### src/pkg/tpd_map.vh
// tpd_map.vh: address map, field positions, masks and timing counts
// of the transceiver pll divider configuration block.
// assumes a 125 MHz reconfiguration clock and 16-bit reconfig words.
`ifndef TPD_MAP_VH
`define TPD_MAP_VH

// reconfiguration port widths
`define TPD_DRP_AW          9
`define TPD_DRP_DW          16
`define TPD_NUM_WORDS       8

// word addresses
`define TPD_ADDR_QCFG_LO    9'h032
`define TPD_ADDR_QCFG_HI    9'h033
`define TPD_ADDR_QFBDIV     9'h036
`define TPD_ADDR_QRATIO     9'h037
`define TPD_ADDR_CCFG_LO    9'h05c
`define TPD_ADDR_CCFG_HI    9'h05d
`define TPD_ADDR_CDIV       9'h05e
`define TPD_ADDR_OUTDIV     9'h088

// writable bits per word; all other bits read zero
`define TPD_MASK_QCFG_LO    16'hffff
`define TPD_MASK_QCFG_HI    16'hffff
`define TPD_MASK_QFBDIV     16'h03ff
`define TPD_MASK_QRATIO     16'h0040
`define TPD_MASK_CCFG_LO    16'hff00
`define TPD_MASK_CCFG_HI    16'hffff
`define TPD_MASK_CDIV       16'h1fff
`define TPD_MASK_OUTDIV     16'h0007

// reset value of every word
`define TPD_WORD_RST        16'h0000

// field positions
`define TPD_BAND_BIT        6
`define TPD_QREF_MSB        15
`define TPD_QREF_LSB        11
`define TPD_QFB_MSB         9
`define TPD_QFB_LSB         0
`define TPD_QRATIO_BIT      6
`define TPD_CREF_MSB        12
`define TPD_CREF_LSB        8
`define TPD_CPRE_BIT        7
`define TPD_CFB_MSB         6
`define TPD_CFB_LSB         0
`define TPD_RXOUT_MSB       2
`define TPD_RXOUT_LSB       0

// special feedback value that needs ratio select low
`define TPD_QFB_NO_RATIO    10'h042

// serial bits per core clock cycle
`define TPD_CORE_RATIO      12'h028

// reset sequencer hold time
`define TPD_CLK_MHZ         125
`define TPD_RST_HOLD_NS     1000
`define TPD_RST_HOLD_CYC    ((`TPD_RST_HOLD_NS * `TPD_CLK_MHZ + 999) / 1000)

`endif

### src/hdl/tpd_reset_seq.v
// tpd_reset_seq.v: reset state machine run from the reconfig clock.
// assumes restart comes from logic on the same clock.
`timescale 1ns/1ps
`default_nettype none

module tpd_reset_seq #(
	parameter integer CYCLES = 125,
	parameter integer CNT_W  = 16
) (
	// clock and reset
	input  wire ref_clk,
	input  wire reset_n,
	// control
	input  wire restart,
	output reg  done_q
);

	localparam ST_HOLD = 1'b0;
	localparam ST_DONE = 1'b1;

	reg             state_q;
	reg             state_d;
	reg [CNT_W-1:0] cnt_q;
	reg [CNT_W-1:0] cnt_d;
	reg             done_d;

	always @*
	begin
		state_d = state_q;
		cnt_d   = cnt_q;
		done_d  = done_q;
		case (state_q)
			ST_HOLD:
			begin
				if (cnt_q == CYCLES[CNT_W-1:0] - 1'b1)
				begin
					state_d = ST_DONE;
					done_d  = 1'b1;
				end
				else
					cnt_d = cnt_q + 1'b1;
			end
			ST_DONE:
			begin
				if (restart)
				begin
					state_d = ST_HOLD;
					cnt_d   = {CNT_W{1'b0}};
					done_d  = 1'b0;
				end
			end
			default:
			begin
				state_d = ST_HOLD;
				cnt_d   = {CNT_W{1'b0}};
				done_d  = 1'b0;
			end
		endcase
	end

	always @(posedge ref_clk or negedge reset_n)
	begin
		if (!reset_n)
		begin
			state_q <= ST_HOLD;
			cnt_q   <= {CNT_W{1'b0}};
			done_q  <= 1'b0;
		end
		else
		begin
			state_q <= state_d;
			cnt_q   <= cnt_d;
			done_q  <= done_d;
		end
	end

endmodule // tpd_reset_seq

`default_nettype wire

### src/hdl/tpd_config.v
// tpd_config.v: divider configuration words of the quad and channel
// plls behind the dynamic reconfiguration port, with field decode.
// assumes the port master runs on ref_clk and issues one access at a
// time, waiting for drp_rdy before the next.
//
// Overview of operation
// - Bit 6 of word 0x032 picks the quad pll band, 0 upper and 1 lower.
// - Line rate is twice the pll output over the output divide factor.
// - Quad reference field 15:11 of 0x033 maps 1,2,3,4 to 16,0,1,2.
// - Word 0x05e holds channel reference, prescale and feedback codes.
// - Receive output field 2:0 of 0x088 maps 1,2,4,8,16 to 0..4.
// - Common pll words are reachable only with management and a quad pll.
// - With management and a quad pll both reference clocks are enabled.
// - As a sub-unit the management interface is absent.
// - Management without shared logic drops the common words.
// - Management with debug trims debug ports already in registers.
// - Debug without management gives the full debug port list.
// - The reconfig clock also runs the reset state machine.
// - The core runs 40 bits wide, at one fortieth of the line rate.
`timescale 1ns/1ps
`default_nettype none
`include "tpd_map.vh"

module tpd_config #(
	parameter integer AXI_MGMT_EN  = 1,
	parameter integer SHARED_LOGIC = 1,
	parameter integer XCVR_DEBUG   = 0,
	parameter integer SUB_CORE     = 0,
	parameter integer TX_QUAD_SEL  = 0,
	parameter integer RX_QUAD_SEL  = 0,
	parameter integer RST_CYCLES   = `TPD_RST_HOLD_CYC
) (
	// clock and reset
	input  wire                   ref_clk,
	input  wire                   reset_n,
	// reconfiguration port
	input  wire [`TPD_DRP_AW-1:0] drp_addr,
	input  wire [`TPD_DRP_DW-1:0] drp_di,
	input  wire                   drp_en,
	input  wire                   drp_we,
	output reg  [`TPD_DRP_DW-1:0] drp_do,
	output reg                    drp_rdy,
	// reset sequencing
	input  wire                   seq_restart,
	output wire                   reset_done_q,
	// decoded quad pll settings
	output reg                    quad_band_lower_q,
	output reg  [2:0]             quad_ref_div_q,
	output reg  [9:0]             quad_fb_div_q,
	output reg                    quad_ratio_sel_q,
	// decoded channel pll settings
	output reg  [1:0]             chan_ref_div_q,
	output reg  [2:0]             chan_prescale_q,
	output reg  [2:0]             chan_fb_div_q,
	// receive path
	output reg  [4:0]             rx_out_div_q,
	output reg  [9:0]             rx_line_num_q,
	output reg  [7:0]             rx_line_den_q,
	output reg  [11:0]            rx_core_den_q,
	// configuration status
	output reg  [5:0]             cfg_error_q,
	output reg                    quad_refclk_en_q,
	output reg                    chan_refclk_en_q,
	output reg                    debug_full_q,
	output reg                    debug_trim_q,
	output reg                    common_present_q
);

	localparam MGMT_ON   = (AXI_MGMT_EN != 0) && (SUB_CORE == 0);
	localparam QUAD_USED = (TX_QUAD_SEL != 0) || (RX_QUAD_SEL != 0);
	localparam COMMON_ON = MGMT_ON && (SHARED_LOGIC != 0)
		&& QUAD_USED;
	localparam NW        = `TPD_NUM_WORDS;

	function [`TPD_DRP_AW-1:0] word_addr;
		input integer i;
		begin
			case (i)
				0: word_addr = `TPD_ADDR_QCFG_LO;
				1: word_addr = `TPD_ADDR_QCFG_HI;
				2: word_addr = `TPD_ADDR_QFBDIV;
				3: word_addr = `TPD_ADDR_QRATIO;
				4: word_addr = `TPD_ADDR_CCFG_LO;
				5: word_addr = `TPD_ADDR_CCFG_HI;
				6: word_addr = `TPD_ADDR_CDIV;
				default: word_addr = `TPD_ADDR_OUTDIV;
			endcase
		end
	endfunction

	function [`TPD_DRP_DW-1:0] word_mask;
		input integer i;
		begin
			case (i)
				0: word_mask = `TPD_MASK_QCFG_LO;
				1: word_mask = `TPD_MASK_QCFG_HI;
				2: word_mask = `TPD_MASK_QFBDIV;
				3: word_mask = `TPD_MASK_QRATIO;
				4: word_mask = `TPD_MASK_CCFG_LO;
				5: word_mask = `TPD_MASK_CCFG_HI;
				6: word_mask = `TPD_MASK_CDIV;
				default: word_mask = `TPD_MASK_OUTDIV;
			endcase
		end
	endfunction

	// word storage, quad words only when the common block exists
	wire [NW-1:0]             hit;
	wire [NW*`TPD_DRP_DW-1:0] words;
	genvar gi;
	generate
		for (gi = 0; gi < NW; gi = gi + 1)
		begin : g_word
			localparam PRESENT = (gi < 4) ? COMMON_ON : 1;
			reg [`TPD_DRP_DW-1:0] w_q;
			assign hit[gi] = (PRESENT != 0)
				&& (drp_addr == word_addr(gi));
			assign words[gi*`TPD_DRP_DW +: `TPD_DRP_DW] = w_q;
			always @(posedge ref_clk or negedge reset_n)
			begin
				if (!reset_n)
					w_q <= `TPD_WORD_RST;
				else if (drp_en && drp_we && hit[gi])
					w_q <= drp_di & word_mask(gi);
			end
		end
	endgenerate

	// read mux; unmapped addresses read zero
	reg [`TPD_DRP_DW-1:0] rd_d;
	integer ri;
	always @*
	begin
		rd_d = {`TPD_DRP_DW{1'b0}};
		for (ri = 0; ri < NW; ri = ri + 1)
			if (hit[ri])
				rd_d = rd_d | words[ri*`TPD_DRP_DW +: `TPD_DRP_DW];
	end

	// every access answered one cycle later
	always @(posedge ref_clk or negedge reset_n)
	begin
		if (!reset_n)
		begin
			drp_do  <= {`TPD_DRP_DW{1'b0}};
			drp_rdy <= 1'b0;
		end
		else
		begin
			drp_rdy <= drp_en;
			if (drp_en && !drp_we)
				drp_do <= rd_d;
			else
				drp_do <= {`TPD_DRP_DW{1'b0}};
		end
	end

	// field extraction
	wire [`TPD_DRP_DW-1:0] w_qlo  = words[0*`TPD_DRP_DW +: `TPD_DRP_DW];
	wire [`TPD_DRP_DW-1:0] w_qhi  = words[1*`TPD_DRP_DW +: `TPD_DRP_DW];
	wire [`TPD_DRP_DW-1:0] w_qfb  = words[2*`TPD_DRP_DW +: `TPD_DRP_DW];
	wire [`TPD_DRP_DW-1:0] w_qrat = words[3*`TPD_DRP_DW +: `TPD_DRP_DW];
	wire [`TPD_DRP_DW-1:0] w_cdiv = words[6*`TPD_DRP_DW +: `TPD_DRP_DW];
	wire [`TPD_DRP_DW-1:0] w_out  = words[7*`TPD_DRP_DW +: `TPD_DRP_DW];

	wire [4:0] qref_code = w_qhi[`TPD_QREF_MSB:`TPD_QREF_LSB];
	wire [9:0] qfb_val   = w_qfb[`TPD_QFB_MSB:`TPD_QFB_LSB];
	wire       qratio    = w_qrat[`TPD_QRATIO_BIT];
	wire [4:0] cref_code = w_cdiv[`TPD_CREF_MSB:`TPD_CREF_LSB];
	wire       cpre_code = w_cdiv[`TPD_CPRE_BIT];
	wire [6:0] cfb_code  = w_cdiv[`TPD_CFB_MSB:`TPD_CFB_LSB];
	wire [2:0] rx_code   = w_out[`TPD_RXOUT_MSB:`TPD_RXOUT_LSB];

	// code to divide factor; zero marks an unknown code
	reg [2:0] qref_div_d;
	reg [1:0] cref_div_d;
	reg [2:0] cpre_d;
	reg [2:0] cfb_div_d;
	reg [4:0] rx_div_d;
	reg       qfb_ok_d;

	always @*
	begin
		case (qref_code)
			5'h10: qref_div_d = 3'h1;
			5'h00: qref_div_d = 3'h2;
			5'h01: qref_div_d = 3'h3;
			5'h02: qref_div_d = 3'h4;
			default: qref_div_d = 3'h0;
		endcase
		case (cref_code)
			5'h10: cref_div_d = 2'h1;
			5'h00: cref_div_d = 2'h2;
			default: cref_div_d = 2'h0;
		endcase
		cpre_d = cpre_code ? 3'h5 : 3'h4;
		case (cfb_code)
			7'h10: cfb_div_d = 3'h1;
			7'h00: cfb_div_d = 3'h2;
			7'h01: cfb_div_d = 3'h3;
			7'h02: cfb_div_d = 3'h4;
			7'h03: cfb_div_d = 3'h5;
			default: cfb_div_d = 3'h0;
		endcase
		case (rx_code)
			3'h0: rx_div_d = 5'h01;
			3'h1: rx_div_d = 5'h02;
			3'h2: rx_div_d = 5'h04;
			3'h3: rx_div_d = 5'h08;
			3'h4: rx_div_d = 5'h10;
			default: rx_div_d = 5'h00;
		endcase
		case (qfb_val)
			10'h010, 10'h014, 10'h020, 10'h028,
			10'h040, 10'h042, 10'h050, 10'h064: qfb_ok_d = 1'b1;
			default: qfb_ok_d = 1'b0;
		endcase
	end

	// error flags, quad checks only with the common block built
	wire ratio_exp = (qfb_val != `TPD_QFB_NO_RATIO);
	wire [5:0] err_d;
	assign err_d[0] = COMMON_ON && (qref_div_d == 3'h0);
	assign err_d[1] = COMMON_ON && !qfb_ok_d;
	assign err_d[2] = COMMON_ON && (qratio != ratio_exp);
	assign err_d[3] = (cref_div_d == 2'h0);
	assign err_d[4] = (cfb_div_d == 3'h0);
	assign err_d[5] = (rx_div_d == 5'h00);

	// receive line rate = fref * num / den, core clock a fortieth of it
	wire [7:0]  qden  = {5'h00, qref_div_d} * {3'h0, rx_div_d};
	wire [7:0]  cden  = {6'h00, cref_div_d} * {3'h0, rx_div_d};
	wire [7:0]  cn12  = {5'h00, cpre_d} * {5'h00, cfb_div_d};
	wire [9:0]  cnum  = {1'b0, cn12, 1'b0};
	wire [7:0]  den_d = (RX_QUAD_SEL != 0) ? qden : cden;
	wire [9:0]  num_d = (RX_QUAD_SEL != 0) ? qfb_val : cnum;
	wire [11:0] core_d = {4'h0, den_d} * `TPD_CORE_RATIO;

	always @(posedge ref_clk or negedge reset_n)
	begin
		if (!reset_n)
		begin
			quad_band_lower_q <= 1'b0;
			quad_ref_div_q    <= 3'h0;
			quad_fb_div_q     <= 10'h000;
			quad_ratio_sel_q  <= 1'b0;
			chan_ref_div_q    <= 2'h0;
			chan_prescale_q   <= 3'h0;
			chan_fb_div_q     <= 3'h0;
			rx_out_div_q      <= 5'h00;
			rx_line_num_q     <= 10'h000;
			rx_line_den_q     <= 8'h00;
			rx_core_den_q     <= 12'h000;
			cfg_error_q       <= 6'h00;
		end
		else
		begin
			quad_band_lower_q <= w_qlo[`TPD_BAND_BIT];
			quad_ref_div_q    <= qref_div_d;
			quad_fb_div_q     <= qfb_val;
			quad_ratio_sel_q  <= qratio;
			chan_ref_div_q    <= cref_div_d;
			chan_prescale_q   <= cpre_d;
			chan_fb_div_q     <= cfb_div_d;
			rx_out_div_q      <= rx_div_d;
			rx_line_num_q     <= num_d;
			rx_line_den_q     <= den_d;
			rx_core_den_q     <= core_d;
			cfg_error_q       <= err_d;
		end
	end

	// build options seen as static outputs
	always @(posedge ref_clk or negedge reset_n)
	begin
		if (!reset_n)
		begin
			quad_refclk_en_q <= 1'b0;
			chan_refclk_en_q <= 1'b0;
			debug_full_q     <= 1'b0;
			debug_trim_q     <= 1'b0;
			common_present_q <= 1'b0;
		end
		else
		begin
			quad_refclk_en_q <= (MGMT_ON && QUAD_USED) || QUAD_USED;
			chan_refclk_en_q <= (MGMT_ON && QUAD_USED)
				|| (TX_QUAD_SEL == 0) || (RX_QUAD_SEL == 0);
			debug_full_q     <= (XCVR_DEBUG != 0) && !MGMT_ON;
			debug_trim_q     <= (XCVR_DEBUG != 0) && MGMT_ON;
			common_present_q <= COMMON_ON;
		end
	end

	// reset machine on the reconfiguration clock
	tpd_reset_seq #(
		.CYCLES (RST_CYCLES),
		.CNT_W  (16)
	) u_rst_seq (
		.ref_clk (ref_clk),
		.reset_n (reset_n),
		.restart (seq_restart),
		.done_q  (reset_done_q)
	);

endmodule // tpd_config

`default_nettype wire

### config.mk
export PLATFORM = sky130hd
export DESIGN_NAME = tpd_config
export DESIGN_NICKNAME = d
export VERILOG_FILES = /design/src/hdl/tpd_reset_seq.v /design/src/hdl/tpd_config.v
export VERILOG_INCLUDE_DIRS = /design/src /design/src/pkg
export SDC_FILE = /design/constraint.sdc
export NUM_CORES = 1
export LEC_CHECK = 0
export BUFFER_PORTS_ARGS = -buffer_cell sky130_fd_sc_hd__buf_2
export CAP_MARGIN = 10
export CORE_MARGIN = 2
export CORE_UTILIZATION = 58
export CTS_CLUSTER_SIZE = 20
export DETAILED_ROUTE_END_ITERATION = 12
export HOLD_SLACK_MARGIN = 0.06
export PLACE_DENSITY = 0.92
export SLEW_MARGIN = 40
export SYNTH_ARGS = -nofsm -noshare
export SYNTH_HDL_FRONTEND = slang
export SYNTH_SLANG_ARGS = --single-unit
export TNS_END_PERCENT = 30
### constraint.sdc
create_clock -name ref_clk -period 9.7 [get_ports ref_clk]
set_clock_uncertainty 0.2 [all_clocks]
set_input_delay 0.485 -clock ref_clk [delete_from_list [all_inputs] [get_ports ref_clk]]
set_output_delay 0.485 -clock ref_clk [all_outputs]
set_load 0.02 [all_outputs]
==> metrics <==
Yosys warning total 0; FP Rows 34; die height 97.7 µm; highest clock rate 224 MHz; r2r worst-path depth 17; min cycle time layout 4470 ps; Leak Pwr 3.07 nW; overall power 0.909 mW; hold buffer count at cts 2; slowest stage cell, crit path nor4_1; reg2reg start g_word[6].w_q[9]; RSZ-0062 raised after global routing false; initial antenna violation count 0; Bufs and invs on worst path 3; final net count 557; sequential share of the synthesized area 0.541; Post-synth EDFFs 0; I/O pin cnt 117; root buffer cell clkbuf_8; delay-heaviest family, CP adder cells; Slew Limit Fails 0; Worst Path Max Fanout 4; MaxCap Viol Count 0; R2R Setup Slk 5230 ps; Yosys reg bits 110; Setup WS pre-CTS 5640 ps; Num CTS Buffers 9; Final Non-Filler Cells 619; Cells on Worst Hold Path 2; commonest non-fill, non-tap cells in the layout 110 x dfrtp_1, 85 x buf_2, 46 x mux2_2; Max Buffers Root-to-Sink 2; Residual DRC 0; Final setup viols 0; DR WL/cell 17.0 µm; Post-Place Cell Area 5450 µm²; DP Wirelength 7.39 mm; PD cells 159 nW/µm²; routed vias/inst 5.69; Clock transition at path regs 120 ps; CTS tree done; starting density of the core 0.592; hold-critical path endpoint g_word[6].w_q[6]; Least-Margin Pin Slew 866 ps; max incr delay on CP 620 ps; die width 97.7 µm; vias 3520; first-pass GRT wire length 17.5 mm; share of cells above drive strength 1 0.309; routability cong. 0.845; peak supply drop 0.106 mV; asr flop ratio synth 1.00; Worst Hold Class in -> reg; Area Growth Syn to Fin 12.2%; dpl cells 600; PostCTS Resize Cnt 0; remaining antenna violation count 0; leading cell type in the layout, fill and taps excluded dfrtp_1; hold_ws 139 ps; WP data required 9810 ps; Setup TNS 0 ps; kind of end point of the critical path flip-flop; slack of the critical path 5230 ps; Rel. slew slack 0.421; pin count of the biggest net entering global routing 64; CP startpoint kind flip-flop; Worst R2R End rx_core_den_q[11]; post-synthesis area per instance 12.0 µm²; Post-CTS Setup Bufs 0; Final Cycle Share 0.460; outcome finished clean; Total GRT Usage 0.229; Syn Inst Count 423; Core ar. 8590 µm²; grt ovf 0; crit path DAT 4570 ps; WS Path Type reg -> reg; wirelength, routed 10.5 mm; filler instances 615; crit path cell chain nor4_1 -> nand2b_1 -> inv_1 -> and2_1 -> ha_1 -> inv_1 -> fa_1 -> inv_1 -> a21o_1 -> a21oi_1 -> xnor2_1 -> ha_1 -> ha_1 -> a211oi_1 -> o21bai_1 -> a21oi_1 -> xnor2_1; final instance area 5710 µm²; drt pass-1 iters 5; Hold Fails Final Rpt 0; # diodes 0; vias in the first global route 3630; Final Util 0.665; HP Start drp_di[6]; Skew-Pair Late Insertion Delay 380 ps; Die ar. 9540 µm²; count of input and output buffers 86; clock sink total 110; top_reg_cell synth dfrtp_1; Distinct cells, synth 54; DRT iter0 DRCs 184; mapped cell area 5090 µm²; htree depth 3
## where the power goes
part	switching [mW]	internal, mW	total (mW)
clock network	0.168	0.129	0.297
logic	0.0695	0.0401	0.110
registers	0.0228	0.479	0.502
total	0.261	0.648	0.909
## layer usage
| metal | global-route usage | up-vias | share of wire |
|---|---|---|---|
| met5 | 0 | - | 0 |
| met3 | 0.0568 | 20 | 0.061 |
| li1 | - | 1597 | - |
| met1 | 0.291 | 1751 | 0.41 |
| met4 | 0.0598 | 0 | 0.017 |
| met2 | 0.394 | 152 | 0.51 |
## flip-flops by register name, indices dropped and copies added (netlist names), 2 cells and up
name	cells
g_word.w_q	40
drp_do	16
u_rst_seq.cnt_q	16
rx_core_den_q	9
rx_line_num_q	6
rx_line_den_q	5
rx_out_div_q	5
cfg_error_q	3
chan_fb_div_q	3
chan_ref_div_q	2
## Yosys cell counts (3+ instances only)
cell | number | area [µm²]
inv_1 | 22 | 82.6
nand3_1 | 6 | 30.0
o31ai_1 | 5 | 37.5
a21o_1 | 4 | 30.0
o21ai_0 | 5 | 25.0
a22oi_1 | 14 | 105
nand2_1 | 18 | 67.6
dfrtp_1 | 110 | 2750
buf_4 | 35 | 263
nand4_1 | 3 | 18.8
and3_1 | 8 | 50.1
clkbuf_1 | 5 | 18.8
a21oi_1 | 7 | 35.0
nor4_1 | 6 | 37.5
a211oi_1 | 3 | 22.5
mux2_2 | 46 | 518
mux2i_1 | 7 | 70.1
or3_1 | 4 | 25.0
nand2b_1 | 4 | 25.0
xnor2_1 | 6 | 52.6
and2_1 | 6 | 37.5
nor3_1 | 5 | 25.0
or4_1 | 3 | 22.5
buf_2 | 4 | 20.0
ha_1 | 19 | 238
nor2_1 | 31 | 116
## layout make-up
type	count	area, µm²	share of cell area
clock buffers	9	124	0.0217
clock inverters	7	98.8	0.0173
inverters	22	82.6	0.0145
multi-input cells	273	2040	0.358
flip-flops and latches	110	2750	0.482
well taps	108	135	0.0237
repair buffers	90	475	0.0832
## cells by family (layout without fill, tap and decap cells)
family | after synthesis | count (layout) | share of synthesized area
AOI/OAI and AO/OA | 52 | 52 | 0.0738
xor gates and xnor gates | 7 | 7 | 0.0120
adders and majority gates | 21 | 21 | 0.0546
buffers and inverters | 69 | 128 | 0.0806
DFF | 110 | 110 | 0.541
muxes | 53 | 53 | 0.116
other | 2 | 31 | 0.00148
and+or+nand+nor | 109 | 109 | 0.121
## worst reg2reg max path: cells and delay by family (launching register included)
| kind | cells | cell delay (ps) |
|---|---|---|
| compound gates | 5 | 850 |
| xor+xnor | 2 | 420 |
| fa+ha+maj | 4 | 1220 |
| buf+inv | 3 | 280 |
| flops | 1 | 410 |
| simple gates | 3 | 990 |
## worst max path at each step
stage | start | end | depth (start not counted)
6_report | g_word[6].w_q[9] | rx_core_den_q[11] | 17
5_1_grt | g_word[6].w_q[9] | rx_core_den_q[11] | 17
4_1_cts | g_word[6].w_q[9] | rx_core_den_q[11] | 17
3_5_place_dp | g_word[6].w_q[9] | rx_core_den_q[11] | 17
3_3_place_gp | g_word[6].w_q[9] | rx_core_den_q[11] | 17
2_1_floorplan | g_word[6].w_q[9] | rx_core_den_q[10] | 14
Note: power is estimated with default switching activity, not from simulation.
